--- src/rtl/uhs_map.svh ---
// Constants for the host-select, baud and clear-to-send pin block
// Overview of operation
// The baud clock output is the 16x bit rate clock of the transmitter.
// The baud clock rate is the reference clock over the divisor value; at divisor one the code holds the output high.
// The board may tie the baud clock output to the receiver clock input.
// Selected only with both high selects high and the low select low.
// Any inactive select leaves the device idle, ignoring reads and writes.
// A modem status read returns the current clear-to-send level in bit 4.
// Status bit 0 sets on a clear-to-send change since the last read.
// A clear-to-send change interrupts if enabled and auto gating is off.
// With auto gating on, clear-to-send permits or holds the transmitter.
// The data bus is eight bidirectional lines with three-state drivers.
// Data bus drivers stay off except during a selected host read.
// The three register select lines choose the register accessed.
// Selects pass while the address strobe is low and hold while high.
// The receiver counts receiver clock input cycles at 16 per bit.
`ifndef UHS_MAP_SVH
`define UHS_MAP_SVH
`define UHS_REG_RBR 3'h0
`define UHS_REG_IER 3'h1
`define UHS_REG_LCR 3'h3
`define UHS_REG_MCR 3'h4
`define UHS_REG_MSR 3'h6
`define UHS_REG_SCR 3'h7
`define UHS_MSR_CTS 4
`define UHS_MSR_DCTS 0
`define UHS_IER_MS 3
`define UHS_LCR_DLAB 7
`define UHS_MCR_AFE 5
`define UHS_DIV_RESET 16'h0001
`define UHS_RX_LAST 4'hf
`endif

--- src/rtl/uhs_pkg.sv ---
// Types for the host-select, baud and clear-to-send pin block
`default_nettype none
package uhs_pkg;
  typedef struct packed {
    logic [2:0] addr;
    logic sel_a;
    logic sel_b;
    logic sel_n;
  } uhs_sel_t;
  typedef struct packed {
    uhs_sel_t held;
    logic [15:0] div;
    logic [15:0] cnt;
    logic baud;
    logic [3:0] rx_cnt;
    logic rx_tick;
    logic rx_prev;
    logic [7:0] ier;
    logic [7:0] lcr;
    logic [7:0] mcr;
    logic [7:0] scr;
    logic cts_prev;
    logic dcts;
    logic irq;
    logic tx_permit;
    logic [7:0] dout;
    logic doe;
    logic rd_prev;
  } uhs_state_t;
endpackage : uhs_pkg
`default_nettype wire

--- src/rtl/uhs_pins.sv ---
// Chip select, address latch, baud generator and clear-to-send status
`include "uhs_map.svh"
`default_nettype none
module uhs_pins #(
  parameter int DATA_W = 8
) (
  input wire logic clock,
  input wire logic resetn,
  input wire logic chip_select_high_a,
  input wire logic chip_select_high_b,
  input wire logic chip_select_low_n,
  input wire logic address_latch_strobe_n,
  input wire logic register_select_0,
  input wire logic register_select_1,
  input wire logic register_select_2,
  input wire logic rd_n,
  input wire logic wr_n,
  input wire logic [DATA_W-1:0] data_in,
  output logic [DATA_W-1:0] data_out,
  output logic data_oe,
  input wire logic cts_n,
  input wire logic rx_clock_in,
  output logic baud_clock_out,
  output logic rx_sample_tick,
  output logic tx_permit,
  output logic modem_irq
);
  if (DATA_W != 8)
  begin : g_width_check
    $error("uhs_pins supports an eight-bit data bus only");
  end

  uhs_pkg::uhs_state_t s_q;
  uhs_pkg::uhs_state_t s_d;
  uhs_pkg::uhs_sel_t live;
  uhs_pkg::uhs_sel_t eff;
  logic sel;
  logic rd;
  logic wr;
  logic cts;
  logic auto_cts;
  logic [7:0] msr;

  function automatic logic selected(input uhs_pkg::uhs_sel_t x);
    selected = x.sel_a & x.sel_b & ~x.sel_n;
  endfunction : selected

  always_comb
  begin
    live.addr = {register_select_2, register_select_1, register_select_0};
    live.sel_a = chip_select_high_a;
    live.sel_b = chip_select_high_b;
    live.sel_n = chip_select_low_n;
    eff = address_latch_strobe_n ? s_q.held : live;
    sel = selected(eff);
    rd = sel & ~rd_n;
    wr = sel & ~wr_n;
    cts = ~cts_n;
    auto_cts = s_q.mcr[`UHS_MCR_AFE];
    msr = 8'h00;
    msr[`UHS_MSR_CTS] = cts;
    msr[`UHS_MSR_DCTS] = s_q.dcts;
  end

  always_comb
  begin
    s_d = s_q;
    if (!address_latch_strobe_n)
      s_d.held = live;
    s_d.rd_prev = rd;
    // Baud divider: half period toggles give the 16x clock
    if (s_q.cnt >= s_q.div - 16'h0001)
    begin
      s_d.cnt = 16'h0000;
      s_d.baud = 1'b1;
    end
    else
    begin
      s_d.cnt = s_q.cnt + 16'h0001;
      if (s_q.cnt == ((s_q.div - 16'h0001) >> 1))
        s_d.baud = 1'b0;
    end
    // Receiver timing counts rising edges of the receiver clock
    s_d.rx_prev = rx_clock_in;
    s_d.rx_tick = 1'b0;
    if (rx_clock_in && !s_q.rx_prev)
    begin
      s_d.rx_cnt = s_q.rx_cnt + 4'h1;
      s_d.rx_tick = (s_q.rx_cnt == `UHS_RX_LAST);
    end
    // Change flag: set wins over clear on read
    s_d.cts_prev = cts;
    if (rd && !s_q.rd_prev && eff.addr == `UHS_REG_MSR)
      s_d.dcts = 1'b0;
    if (cts != s_q.cts_prev)
      s_d.dcts = 1'b1;
    s_d.irq = s_d.dcts & s_q.ier[`UHS_IER_MS] & ~auto_cts;
    s_d.tx_permit = ~auto_cts | cts;
    if (wr)
    begin
      case (eff.addr)
        `UHS_REG_RBR:
        begin
          if (s_q.lcr[`UHS_LCR_DLAB])
            s_d.div[7:0] = data_in;
        end
        `UHS_REG_IER:
        begin
          if (s_q.lcr[`UHS_LCR_DLAB])
            s_d.div[15:8] = data_in;
          else
            s_d.ier = data_in;
        end
        `UHS_REG_LCR: s_d.lcr = data_in;
        `UHS_REG_MCR: s_d.mcr = data_in;
        `UHS_REG_SCR: s_d.scr = data_in;
        default: s_d.scr = s_q.scr;
      endcase
    end
    if (s_d.div == 16'h0000)
      s_d.div = s_q.div;
    s_d.doe = rd;
    s_d.dout = 8'h00;
    case (eff.addr)
      `UHS_REG_RBR: s_d.dout = s_q.lcr[`UHS_LCR_DLAB] ? s_q.div[7:0] : 8'h00;
      `UHS_REG_IER:
        s_d.dout = s_q.lcr[`UHS_LCR_DLAB] ? s_q.div[15:8] : s_q.ier;
      `UHS_REG_LCR: s_d.dout = s_q.lcr;
      `UHS_REG_MCR: s_d.dout = s_q.mcr;
      `UHS_REG_MSR: s_d.dout = msr;
      `UHS_REG_SCR: s_d.dout = s_q.scr;
      default: s_d.dout = 8'h00;
    endcase
  end

  always_ff @(posedge clock or negedge resetn)
  begin
    if (!resetn)
    begin
      s_q <= '0;
      s_q.div <= `UHS_DIV_RESET;
      s_q.tx_permit <= 1'b1;
    end
    else
      s_q <= s_d;
  end

  assign data_out = s_q.dout;
  assign data_oe = s_q.doe;
  assign baud_clock_out = s_q.baud;
  assign rx_sample_tick = s_q.rx_tick;
  assign tx_permit = s_q.tx_permit;
  assign modem_irq = s_q.irq;

  chk_oe_needs_sel: assert property (@(posedge clock)
    disable iff (!resetn)
    data_oe |-> $past(rd))
  else
    $error("bus driven without selected read");

  chk_unsel_quiet: assert property (@(posedge clock)
    disable iff (!resetn)
    !sel |=> !data_oe)
  else
    $error("bus driven while unselected");

  chk_unsel_no_write: assert property (@(posedge clock)
    disable iff (!resetn)
    !sel |=> s_q.mcr == $past(s_q.mcr))
  else
    $error("write while unselected");

  chk_dcts_set: assert property (@(posedge clock)
    disable iff (!resetn)
    (cts != s_q.cts_prev) |=> s_q.dcts)
  else
    $error("cts change not flagged");

  chk_dcts_clear: assert property (@(posedge clock)
    disable iff (!resetn)
    rd && !s_q.rd_prev && eff.addr == `UHS_REG_MSR &&
    cts == s_q.cts_prev |=> !s_q.dcts)
  else
    $error("change flag not cleared by status read");

  chk_irq_raise: assert property (@(posedge clock)
    disable iff (!resetn)
    (cts != s_q.cts_prev) && s_q.ier[`UHS_IER_MS] && !auto_cts
    |=> modem_irq)
  else
    $error("cts change raised no irq");

  chk_irq_auto_off: assert property (@(posedge clock)
    disable iff (!resetn)
    $past(auto_cts) && auto_cts |-> !modem_irq)
  else
    $error("irq in auto mode");

  chk_tx_gate: assert property (@(posedge clock)
    disable iff (!resetn)
    auto_cts && cts_n && $stable(s_q.mcr) |=> !tx_permit)
  else
    $error("tx not held");

  chk_tx_free: assert property (@(posedge clock)
    disable iff (!resetn)
    !auto_cts || !cts_n |=> tx_permit)
  else
    $error("tx held without cause");

  chk_msr_cts: assert property (@(posedge clock)
    disable iff (!resetn)
    rd && eff.addr == `UHS_REG_MSR
    |=> data_out[`UHS_MSR_CTS] == !$past(cts_n))
  else
    $error("cts bit wrong");

  chk_hold_addr: assert property (@(posedge clock)
    disable iff (!resetn)
    address_latch_strobe_n && $past(address_latch_strobe_n)
    |-> $stable(s_q.held))
  else
    $error("latch moved");

  chk_baud_period: assert property (@(posedge clock)
    disable iff (!resetn)
    $rose(baud_clock_out) && s_q.div == 16'h0004 && $stable(s_q.div)
    |-> ##4 $rose(baud_clock_out))
  else
    $error("baud period wrong");

  chk_baud_div_one: assert property (@(posedge clock)
    disable iff (!resetn)
    s_q.div == 16'h0001 |=> baud_clock_out)
  else
    $error("baud not high at divisor one");

  chk_tick_on_edge: assert property (@(posedge clock)
    disable iff (!resetn)
    rx_sample_tick |-> $past(rx_clock_in) && !$past(rx_clock_in, 2))
  else
    $error("rx tick without receiver clock edge");
endmodule : uhs_pins
`default_nettype wire

--- config.mk ---
export PLATFORM = sky130hd
export DESIGN_NAME = uhs_pins
export DESIGN_NICKNAME = d
export VERILOG_FILES = /design/src/rtl/uhs_pkg.sv /design/src/rtl/uhs_pins.sv
export VERILOG_INCLUDE_DIRS = /design/src /design/src/rtl
export SDC_FILE = /design/constraint.sdc
export NUM_CORES = 1
export LEC_CHECK = 0
export ABC_AREA = 1
export BUFFER_PORTS_ARGS = -buffer_cell sky130_fd_sc_hd__buf_2
export CORE_MARGIN = 3
export CORE_UTILIZATION = 50
export DETAILED_ROUTE_END_ITERATION = 12
export PLACE_DENSITY = 0.68
export SLEW_MARGIN = 20
export SYNTH_ARGS = -nofsm -noshare
export SYNTH_HDL_FRONTEND = slang
export SYNTH_SLANG_ARGS = --single-unit
--- constraint.sdc ---
create_clock -name clock -period 6.1 [get_ports clock]
set_input_delay 0.61 -clock clock [delete_from_list [all_inputs] [get_ports clock]]
set_output_delay 0.61 -clock clock [all_outputs]
set_load 0.05 [all_outputs]
Word level (Yosys, flattened, before mapping)
Cells that the tools add are included.
{ "totals": {"regBits": 90, "out_inout_bits": 13, "input_bits": 21, "word_cells": 71} }
{ "op_classes": {"reduce_logical": 12, "addsub": 3, "n_mux": 14, "bitwise": 13, "eq_ne": 8, "magnitude_cmp": 1} }
{ "ops": {"columns": ["op", "count"], "rows": [
  ["2-to-1 mux 8 bit", 6],
  ["one-hot mux 8 bit (6 select lines)", 1],
  ["2-to-1 mux 17 bit", 1],
  ["adder 16 x 1 -> 16 bit (second input constant)", 1],
  ["== test 16 x 15 -> 1 bit", 1],
  ["greater-or-equal comparator 16 bit", 1],
  ["logical NOT 16 bit", 1],
  ["2-to-1 mux 16 bit", 1],
  ["subtractor 16 x 1 -> 16 bit (second input constant)", 1],
  ["== test 3 bit (second input constant)", 3],
  ["AND 1 bit", 6],
  ["2-to-1 mux 6 bit", 1],
  ["inverter 1 bit", 6],
  ["AND reduction 2 bit", 3],
  ["adder 4 x 1 -> 4 bit (second input constant)", 1],
  ["== test 4 bit (second input constant)", 1],
  ["2-to-1 mux 1 bit", 4],
  ["== test 3 x 1 -> 1 bit (second input constant)", 1],
  ["== test 3 x 2 -> 1 bit (second input constant)", 1],
  ["logical AND 1 bit", 3],
  ["logical NOT 3 bit", 1],
  ["AND reduction 3 bit", 1],
  ["logical NOT 1 bit", 2],
  ["nonzero test 2 bit", 1],
  ["2 further kinds", 2]
]} }

Logic depth before layout (Yosys ltp)
Gate-level depths: netlist of the first run.
{ "depth": {"word_depth": 10, "ltp_mapped": 17, "ltp_nobuf": 16} }

Worst setup path before layout of the first run
Ideal clock, no wire load.
{ "synth_timing": {"path_kind": "reg-to-reg", "from": "reg s_q[69] in the netlist's numbering", "to": "reg s_q[65] in the netlist's numbering", "synth_period_minus_slack_ns": 2.524, "required_time_ns": 5.968, "path_buffers": 1, "path_stages_with_launch": 15, "setup_slack_ns": 3.576, "arrival_time_ns": 2.392, "setup_ns": 0.132, "cell_sequence": "dfstp_2 > inv_1 > ha_1 > nand2_1 > o21ai_0 > and2_1 > ha_1 > nand2_1 > nor2_1 > nand2_1 > o211ai_1 > nand2_1 > nand3_1 > clkbuf_1 > nor2_1"} }
{ "synth_lines": {"columns": ["item", "line", "source"], "rows": [
  ["start: declaration", "uhs_pins.sv:33", "uhs_pkg::uhs_state_t s_q;"]
]} }

==> summary.txt, run 1 <==
Cells and area
  • Multi-input gate area: around 0.0028 sq mm
  • Layout area overhead: 7.106%
  • Sequential cell area: between 0.002 and 0.0025 sq mm
  • Fin area: ~0.0059 sq mm
  • Layout fillers: 1,008
  • Antenna cells: 0
  • Post-layout util: 56.28%
  • Layout cell share with drive strength beyond 1: approximately an eighth
  • Nets: 799

Worst setup path
  • Nature of the critical path startpoint: register
  • CP max stage delay: approximately 0.44 ns
  • Critical path's most frequent cell: nand2_1
  • Worst setup EP type: register
  • Crit path cell chain: inv_1 -> ha_1 -> nand2_1 -> nor2_1 -> nand2_1 -> nand2_1 -> nand2_1 -> ha_1 -> nand2_1 -> inv_1 -> o21ai_0 -> a21oi_1 -> nor2_1 -> nand3_1 -> nor3b_1
  • WP buf/inv: 2
  • Crit-path slowest cell: nand3_1
  • CP required: around 6.4 ns
  • Data arrival time of the critical path: 3.28 ns
  • Reg2reg path depth: 15
  • R2r startpoint: s_q[69]
  • Worst reg-to-reg setup slack: about 3.1 ns
  • Reg-to-reg endpoint: s_q[63]
  • Largest delay share family, worst path: simple AND/OR/NAND/NOR gates
  • Crit Path Class: reg -> reg
  • Crit-path max FO: 17

Drt
  • Drt drc: 0
  • Met2 wire len: 6.179 mm
  • WL final: approximately 13 mm
  • Vias: ~4,800
  • Iter 0 DRT Violations: between 400 and 500
  • WL/cell: approximately 15 um
  • Met1 WL: 6.286 mm
  • Met3 WL: between 700 and 800 um
  • Drt pass-1 iters: 5
  • DR top layer: met4
  • Post-DRT Antenna Nets: 0
  • Vias per cell: 5.319

Clocking
  • Root Driver: clkbuf_8
  • Cts bufs inserted: 9
  • Sink Count: 90
  • Clock Path Buffers: 2
  • Clock-pin slew on the worst setup and hold paths: around 0.09 ns
  • Post-CTS Setup Bufs: 0
  • H-tree depth: 3
  • Post-CTS Resized: 0
  • Hold buffers post-CTS: 0
  • Clk_lat worst skew: approximately 0.4 ns
  • TritonCTS clock tree: done

STA
  • Max-slew headroom: between 50 and 60%
  • Worst hold slack: roughly 0.21 ns
  • Crit path time final: approximately 3 ns
  • Final period util: between 40% and 50%
  • Endpoints failing hold: 0
  • Slew at the pin closest to its max-slew limit: 0.6399 ns
  • Unrepaired setup endpoints after global routing: no
  • Setup violators final: 0
  • Clk_skew: 0.01513 ns
  • TNS Setup: 0 ns
  • Slew Viols, Final: 0
  • Fmax: ~0.33 GHz

Floorplan
  • Core area: about 0.011 sq mm
  • Die Width: ~110 um
  • IO Pins: 34
  • Starting density of the core: between 50 and 60%
  • Row cnt: 37
  • Die height: between 100 and 150 um
  • DIE AREA: 0.01239 sq mm

Power
  • Part of the power in registers: roughly two fifths
  • Tot Pwr: about 2.1 mW
  • Maximum vdd drop: 0.2080 mV
  • Switching Share: approximately 43%
  • P_sw: just over 0.9 mW
  • Share of power burned in combinational logic: 40.7%
  • Pwr/cell area: ~360 mW/mm^2
  • Int Pwr: between 1 and 1.5 mW
  • Leakage: slightly above 3 nW
  • Clock power share: between 20% and 30%

Place
  • GP Congestion: 0.9171
  • Placed Area: about 0.0057 sq mm
  • Port bufs: 33
  • Post-DP HPWL: around 10 mm

Global route
  • Largest net degree at the start of global routing: 48
  • Initial antenna violation count: 0
  • First-pass GRT wire length: approximately 22 mm
  • Total track usage: a little under a quarter
  • Grt ovf: 0
  • Vias in the first global route: around 4,600

Logic synthesis
  • Syn Nets: 780
  • Synth warn: 0
  • Flops & latches, synth: 90
  • Cells after synthesis: 740
  • Synth unique cells: 43
  • Syn_area_per_cell: between 7 and 8 sq um
  • Ys async rst share: 100.0%
  • Synth top area cells: dfrtp_1 40%, nand2_1 17%, inv_1 5.2%, o21ai_0 4.4%, ha_1 4.3%
  • Synth Flop Type: dfrtp_1
  • Top-count cell post-synth: nand2_1
  • Post-Syn Area: roughly 0.0055 sq mm
  • Top-area cell type share of the netlist area: around two fifths
  • Post-synthesis sequential area ratio: between 40% and 50%
  • Synth area leader: dfrtp_1
  • Post-synth EDFFs: 0
  • Commonest cells post-synth: 255 x nand2_1, 88 x dfrtp_1, 77 x inv_1

Hold path
  • Worst min-delay path class: in -> async

Outcome
  • Status: finished, final reports clean

Flow run
  • Max-Cap Viols: 0
==> stage by stage <==
stage,setup WS [ns],std cells
floorplan,3.576,740
global placement,3.247,884
detailed placement,3.140,884
CTS,3.111,900
global route,2.690,900
finish,3.105,900
==> power by group through the flow <==
stage	Sequential (mW)	Clock [mW]	Combinational [mW]
3_5_place_dp	0.833	0	0.866
3_3_place_gp	0.828	0	0.843
4_1_cts	0.822	0.451	0.869
2_1_floorplan	0.785	0	0.719
5_1_grt	0.841	0.473	1.01
6_report	0.824	0.439	0.867
==> flip-flops by register name, indices dropped and copies added, names as in the netlist <==
signal	flops
s_q	76
msr	1
rx_sample_tick	1
data_out	8
modem_irq	1
tx_permit	1
auto_cts	1
baud_clock_out	1
==> per-layer routing <==
metal / track usage [%] / vias to the layer above
li1: - / 2395
met1: 30.96 / 2243
met2: 35.67 / 124
met3: 4.858 / 25
met4: 7.948 / 0
met5: 0 / -
==> worst register-to-register path, cell delays in order (launching register included) <==
cell and delay [ns]:
dfstp_2 0.39, inv_1 0.17, ha_1 0.24, nand2_1 0.13
nor2_1 0.29, nand2_1 0.10, nand2_1 0.09, nand2_1 0.08
ha_1 0.27, nand2_1 0.06, inv_1 0.04, o21ai_0 0.06
a21oi_1 0.08, nor2_1 0.09, nand3_1 0.44, nor3b_1 0.34
==> logic make-up (layout without fill, tap and decap cells) <==
| logic type | count (synthesis) | in the layout | share of synthesized area (%) |
|---|---|---|---|
| multiplexers | 1 | 1 | 0.2030 |
| flip-flops | 90 | 90 | 40.65 |
| buffers and inverters | 107 | 131 | 8.549 |
| XOR/XNOR | 15 | 15 | 2.639 |
| AO/OA/AOI/OAI | 86 | 86 | 9.046 |
| AND/OR/NAND/NOR | 422 | 422 | 34.63 |
| adder cells (fa/ha/maj) | 19 | 19 | 4.286 |
==> worst max path at each step <==
stage | start | to | slack (ns) | cells past startpoint
after floorplan | s_q[69] | s_q[65] | 3.58 | 14
after global placement | s_q[71] | s_q[55] | 3.25 | 13
after detailed placement | s_q[69] | s_q[63] | 3.14 | 15
after CTS | s_q[69] | s_q[63] | 3.11 | 15
after global routing | s_q[69] | s_q[63] | 2.69 | 15
final | s_q[69] | s_q[63] | 3.10 | 15
==> final cells by class <==
class,count,area share [%]
Clock buffer,11,2.548
Clock inverter,5,1.032
Inverter,81,5.223
Multi-Input combinational cell,543,47.43
Sequential cell,90,37.95
Tap cell,136,2.864
Timing Repair Buffer,34,2.949
==> cell usage in the layout (no fill, tap or decap), types with 3 or more instances in the layout <==
cell type,synthesis,routed
a21oi_1,12,12
a221oi_1,3,3
a22oi_1,11,11
buf_2,2,32
clkbuf_8,0,11
clkinvlp_4,0,3
dfrtp_1,88,88
ha_1,19,19
inv_1,77,77
nand2_1,255,255
nand2_2,11,11
nand2_4,3,3
nand3_1,42,42
nand3_2,11,11
nand3b_1,4,4
nand4_1,8,8
nor2_1,63,63
nor2_2,5,5
nor2_4,4,4
nor3_1,6,6
nor3b_1,4,4
o2111ai_1,4,4
o21ai_0,49,49
xnor2_1,3,3
xor2_1,11,11
Power figures use the tool's default switching activity.
==> run 2: changes to the inputs <==
clock period = 2.9 ns   (was 6.1 ns; I/O delays follow)
==> run 2 against run 1 <==
The flow now finishes with violations (hold timing). Setup slack lost 2.8 ns. Worst hold slack lost 0.21 ns. Sequential share of layout area shrank 0.30 points. Critical endpoint is now s_q[56]. Largest cell class unchanged. Largest power group unchanged.
==> summary.txt, run 2 (synthesis gave the netlist of run 1 again) <==
STA
  • Max-slew headroom: 45.57%
  • Clk_skew: roughly 0.015 ns
  • Crit path time final: approximately 2.6 ns
  • Setup violators final: 0
  • Slew Viols, Final: 0
  • Endpoints failing hold: 2
  • Final worst slack: 0.2828 ns
  • Fmax: 0.3821 GHz
  • Final period util: 90.25%
  • Worst hold slack: -0.001963 ns
  • TNS Setup: 0 ns
  • Slew at the pin closest to its max-slew limit: 0.8165 ns

Clocking
  • Sink Count: 90
  • Cts bufs inserted: 9
  • Clk_lat worst skew: 0.38 ns
  • Hold buffers post-CTS: 0
  • Clock-pin slew on the worst setup and hold paths: 0.09 ns
  • Root Driver: clkbuf_8
  • H-tree depth: 3
  • Clock Path Buffers: 2
  • TritonCTS clock tree: done

Worst setup path
  • Crit-path max FO: 17
  • Worst setup EP type: register
  • CP required: 3.20 ns
  • Crit-path slowest cell: dfrtp_1
  • Critical path's most frequent cell: nand2_1
  • Data arrival time of the critical path: ~2.9 ns
  • Nature of the critical path startpoint: register
  • Crit path cell chain: nor2_1 -> nand2_1 -> nor2_1 -> nand2_1 -> nand2_1 -> nand2_1 -> ha_1 -> a21oi_1 -> o21ai_0 -> nor2_1 -> nand3_1 -> buf_4 -> nor3b_1
  • CP max stage delay: roughly 0.46 ns
  • Crit Path Class: reg -> reg

Place
  • GP Congestion: around 0.96
  • Placed Area: between 0.005 and 0.006 sq mm
  • Placed cell count: 887
  • Post-DP HPWL: 10.21 mm
  • Port bufs: 33
  • Dpl ws: between 0.2 and 0.3 ns

Outcome
  • Failing checks: hold timing
  • Status: complete, but fails checks

Drt
  • Drt pass-1 iters: 5
  • Vias: 4,799
  • Post-DRT Antenna Nets: 0
  • Iter 0 DRT Violations: 416
  • Vias per cell: roughly 5.3
  • Drt drc: 0
  • WL final: between 10 and 15 mm
  • WL/cell: between 10 and 15 um

Global route
  • Grt ovf: 0
  • First-pass GRT wire length: approximately 23 mm
  • Total track usage: 23.13%
  • Largest net degree at the start of global routing: 63
  • Vias in the first global route: 4,638
  • Initial antenna violation count: 0

Floorplan
  • Starting density of the core: ~53%
  • Core area: 0.01056 sq mm
  • Die Width: around 110 um
  • Row cnt: 37
  • IO Pins: 34
  • DIE AREA: roughly 0.012 sq mm
  • Die height: 111.3 um

Hold path
  • Worst min-delay path class: in -> async

Cells and area
  • Commonest non-fill, non-tap cell in the layout: nand2_1
  • Nets: ~800
  • Layout area overhead: 7.963%
  • Finished Layout Cells: 903
  • Most frequent cells in the layout: 255 x nand2_1, 88 x dfrtp_1, 77 x inv_1
  • Antenna cells: 0
  • Fin area: roughly 0.006 sq mm
  • Post-layout util: roughly 57%
  • Layout cell share with drive strength beyond 1: a little over an eighth
  • Biggest register: s_q
  • Layout fillers: between 1,000 and 1,500
  • Max reg flops: 76

Power
  • Maximum vdd drop: roughly 0.67 mV
  • Leakage: around 3.1 nW
  • Pwr/cell area: approximately 750 mW/mm^2
  • Tot Pwr: about 4.5 mW

Flow run
  • Max-Cap Viols: 0
[run 2: cell types whose count changed in the layout (fill, tap and decap cells not counted)]
cell        before  now
clkinvlp_4       3    1
buf_4            2    4
nor2_2           5    7
nor2_1          63   61
inv_6            2    3
clkbuf_8        11   12
buf_12           0    1
[run 2: worst max-delay path: cells and delay by family (launching register included)]
kind | cells | cell delay, ns
compound gates | 2 | 0.28
fa+ha+maj | 1 | 0.29
buf+inv | 1 | 0.20
flops | 1 | 0.46
simple gates | 9 | 1.32
[run 2: what timing repair did]
| item | 4_1_cts | 5_1_grt |
|---|---|---|
| buffers inserted | 0 | 0 |
| hold endpoints to repair | 0 | 0 |
| resized for setup | 0 | 2 |
| setup endpoints to repair | 0 | 17 |
[run 2: final cells by class]
type                       count  area (sq um)  area share (%)
multi-input combinational    543          2823           47.14
sequential                    90          2255           37.65
inverter                      81         310.3           5.182
timing repair buffer          37         210.2           3.510
tap                          136         170.2           2.842
clock buffer                  12         165.2           2.758
clock inverter                 4         55.05          0.9193
[run 2: routing by layer]
metal | vias to the layer above | part of all wire [%] | global-route usage, %
met3 | 12 | 6.3 | 5.240
met4 | 0 | 0.85 | 4.136
met1 | 2253 | 46 | 32.31
met2 | 128 | 47 | 37.52
met5 | - | 0 | 0
li1 | 2406 | - | -
[run 2: power breakdown]
group / internal [mW] / switching [mW]
combinational: 0.649 / 1.19
sequential: 1.46 / 0.275
clock: 0.475 / 0.470
[run 2: path summary, 6_finish.rpt]
kind	start	end	slack (ns)	depth (start not counted)
min reg2reg	auto_cts	tx_permit	0.46	1
min in group clock	rx_clock_in	s_q[46]	0.04	1
min	resetn	s_q[85]	-0.002	1
max	s_q[71]	s_q[56]	0.28	13
max in group asynchronous	resetn	s_q[69]	2.19	2
max reg2reg	s_q[71]	s_q[56]	0.28	13
==> run 3: changes to the inputs <==
==> constraint.sdc (replaced) <==
create_clock -name clock -period 2.9 [get_ports clock]
set_input_delay 0.145 -clock clock [delete_from_list [all_inputs] [get_ports clock]]
set_output_delay 0.145 -clock clock [all_outputs]
set_load 0.05 [all_outputs]
==> run 3 against run 2 <==
The run now ends clean. Via count decreased by 0.48%. Routed wire length increased by 1.6%. Total power decreased by 4.0%. Non-clock buffer count increased by 4. Critical path type unchanged. Critical endpoint unchanged.
==> summary.txt, run 3 (synthesis gave the netlist of run 1 again) <==
Power
  • Maximum vdd drop: approximately 0.43 mV
  • Leakage: 3.053 nW
  • Tot Pwr: 4.338 mW
  • Pwr/cell area: 727.2 mW/mm^2

Clocking
  • Clock Path Buffers: 2
  • TritonCTS clock tree: done
  • Clk_lat worst skew: between 0.3 and 0.4 ns
  • H-tree depth: 3
  • Clock-pin slew on the worst setup and hold paths: roughly 0.1 ns
  • Post-CTS Setup Bufs: 0
  • Root Driver: clkbuf_8
  • Sink Count: 90
  • Cts bufs inserted: 9

Cells and area
  • Sequential cell area: around 0.0023 sq mm
  • Most frequent cells in the layout: 255 x nand2_1, 88 x dfrtp_1, 77 x inv_1
  • Layout cell share with drive strength beyond 1: about an eighth
  • Layout area overhead: 7.534%
  • Commonest non-fill, non-tap cell in the layout: nand2_1
  • Layout fillers: between 1,000 and 1,500
  • Antenna cells: 0
  • Multi-input gate area: roughly 0.0028 sq mm
  • Nets: 806
  • Biggest register: s_q
  • Max reg flops: between 70 and 80

STA
  • Slew Viols, Final: 0
  • Worst hold slack: between 0.015 and 0.02 ns
  • Final period util: between 80% and 90%
  • Slew at the pin closest to its max-slew limit: around 0.81 ns
  • Setup violators final: 0
  • Clk_skew: about 0.017 ns
  • Unrepaired setup endpoints after global routing: no
  • Fmax: 0.3860 GHz
  • Max-slew headroom: between 40 and 50%
  • Crit path time final: ~2.6 ns
  • TNS Setup: 0 ns
  • Endpoints failing hold: 0

Global route
  • Initial antenna violation count: 0
  • Grt ovf: 0
  • Largest net degree at the start of global routing: 63
  • First-pass GRT wire length: 23.54 mm
  • Total track usage: about a quarter
  • Vias in the first global route: between 4,000 and 5,000

Drt
  • Vias per cell: ~5.3
  • WL final: ~14 mm
  • Drt pass-1 iters: 5
  • Vias: between 4,000 and 5,000
  • WL/cell: between 15 and 20 um
  • Drt drc: 0
  • Iter 0 DRT Violations: approximately 410
  • Post-DRT Antenna Nets: 0

Worst setup path
  • R2r startpoint: s_q[77]
  • Data arrival time of the critical path: 2.88 ns
  • Crit-path max FO: 17
  • Crit-path slowest cell: dfrtp_1
  • CP max stage delay: roughly 0.52 ns
  • CP Launch Point: s_q[77]
  • CP required: between 3 and 4 ns
  • Crit path cell chain: nor2_1 -> nand2_1 -> nor2_1 -> nand2_1 -> nor2_1 -> nand2_1 -> nand2_1 -> ha_1 -> a21oi_1 -> o21ai_0 -> nor2_1 -> nand3_1 -> buf_4 -> nor3b_1
  • Crit Path Class: reg -> reg
  • Nature of the critical path startpoint: register
  • Reg2reg path depth: 14
  • Worst setup EP type: register

Floorplan
  • DIE AREA: between 0.01 and 0.015 sq mm
  • Core area: between 0.01 and 0.015 sq mm
  • Die Width: ~110 um
  • Die height: roughly 110 um
  • IO Pins: 34
  • Row cnt: 37
  • Starting density of the core: a little over half

Hold path
  • Hold path depth: 3
  • Hold wc startpoint: chip_select_high_b
  • Worst min-delay path class: in -> reg

Place
  • Port bufs: 33
  • Post-DP HPWL: between 10 and 15 mm
  • GP Congestion: slightly below 1

Flow run
  • Max-Cap Viols: 0

Outcome
  • Status: finished, final reports clean
-- run 3: cell count changes in the layout (fill, tap and decap cells not counted), sizes merged --
cell         before  now
buf              37   36
bufinv            1    0
clkbuf           12   11
clkinv            2    5
dlygate4sd3       0    5
inv              81   79
-- run 3: path summary, 6_finish.rpt --
kind / endpoint / slack (ns)
hold reg to reg: s_q[51] / 0.47
hold / removal: s_q[86] / 0.02
max in group asynchronous: s_q[69] / 1.78
setup reg to reg: s_q[56] / 0.31
min in group asynchronous: s_q[85] / 0.38
setup / recovery: s_q[56] / 0.31
-- run 3: per-stage QoR --
stage	std cells	instance area [sq um]	setup slack, ns	util (%)
5_1_grt	906	5964	0.002652	56.51
3_5_place_dp	886	5756	0.2494	54.53
6_report	906	5964	0.3093	56.51
2_1_floorplan	740	5547	0.3763	-
4_1_cts	906	5959	0.2174	56.46
3_3_place_gp	886	5756	0.3603	54.53
-- run 3: layout make-up --
| type | instances | area share, % |
|---|---|---|
| Inverter | 81 | 5.202 |
| Multi-Input combinational cell | 543 | 47.33 |
| Timing Repair Buffer | 41 | 4.237 |
| Clock buffer | 11 | 2.203 |
| Clock inverter | 4 | 0.3776 |
| Sequential cell | 90 | 37.80 |
| Tap cell | 136 | 2.853 |
-- run 3: metal layers --
layer	GRT usage (%)	routed length (um)	vias up
met5	0	0	-
met4	7.543	190	0
met3	4.694	648	13
met2	36.91	6217	94
met1	32.91	6640	2261
li1	-	-	2408
-- run 3: critical path: cells and delay by family, from the launching register on --
kind	cells	cell delay [ns]
simple gates	10	1.21
fa+ha+maj	1	0.26
flops	1	0.52
buf+inv	1	0.20
compound gates	2	0.28
-- run 3: what timing repair did --
action,CTS,global route
setup endpoints to repair,0,12
hold endpoints to repair,65,0
hold buffers,5,0
resized for setup,0,2
-- run 3: where the power goes --
group          internal, mW  total, mW  switching [mW]  leakage, nW
sequential             1.46       1.73           0.277         1.18
clock                 0.303      0.758           0.455       0.0789
combinational         0.655       1.85            1.19         1.79
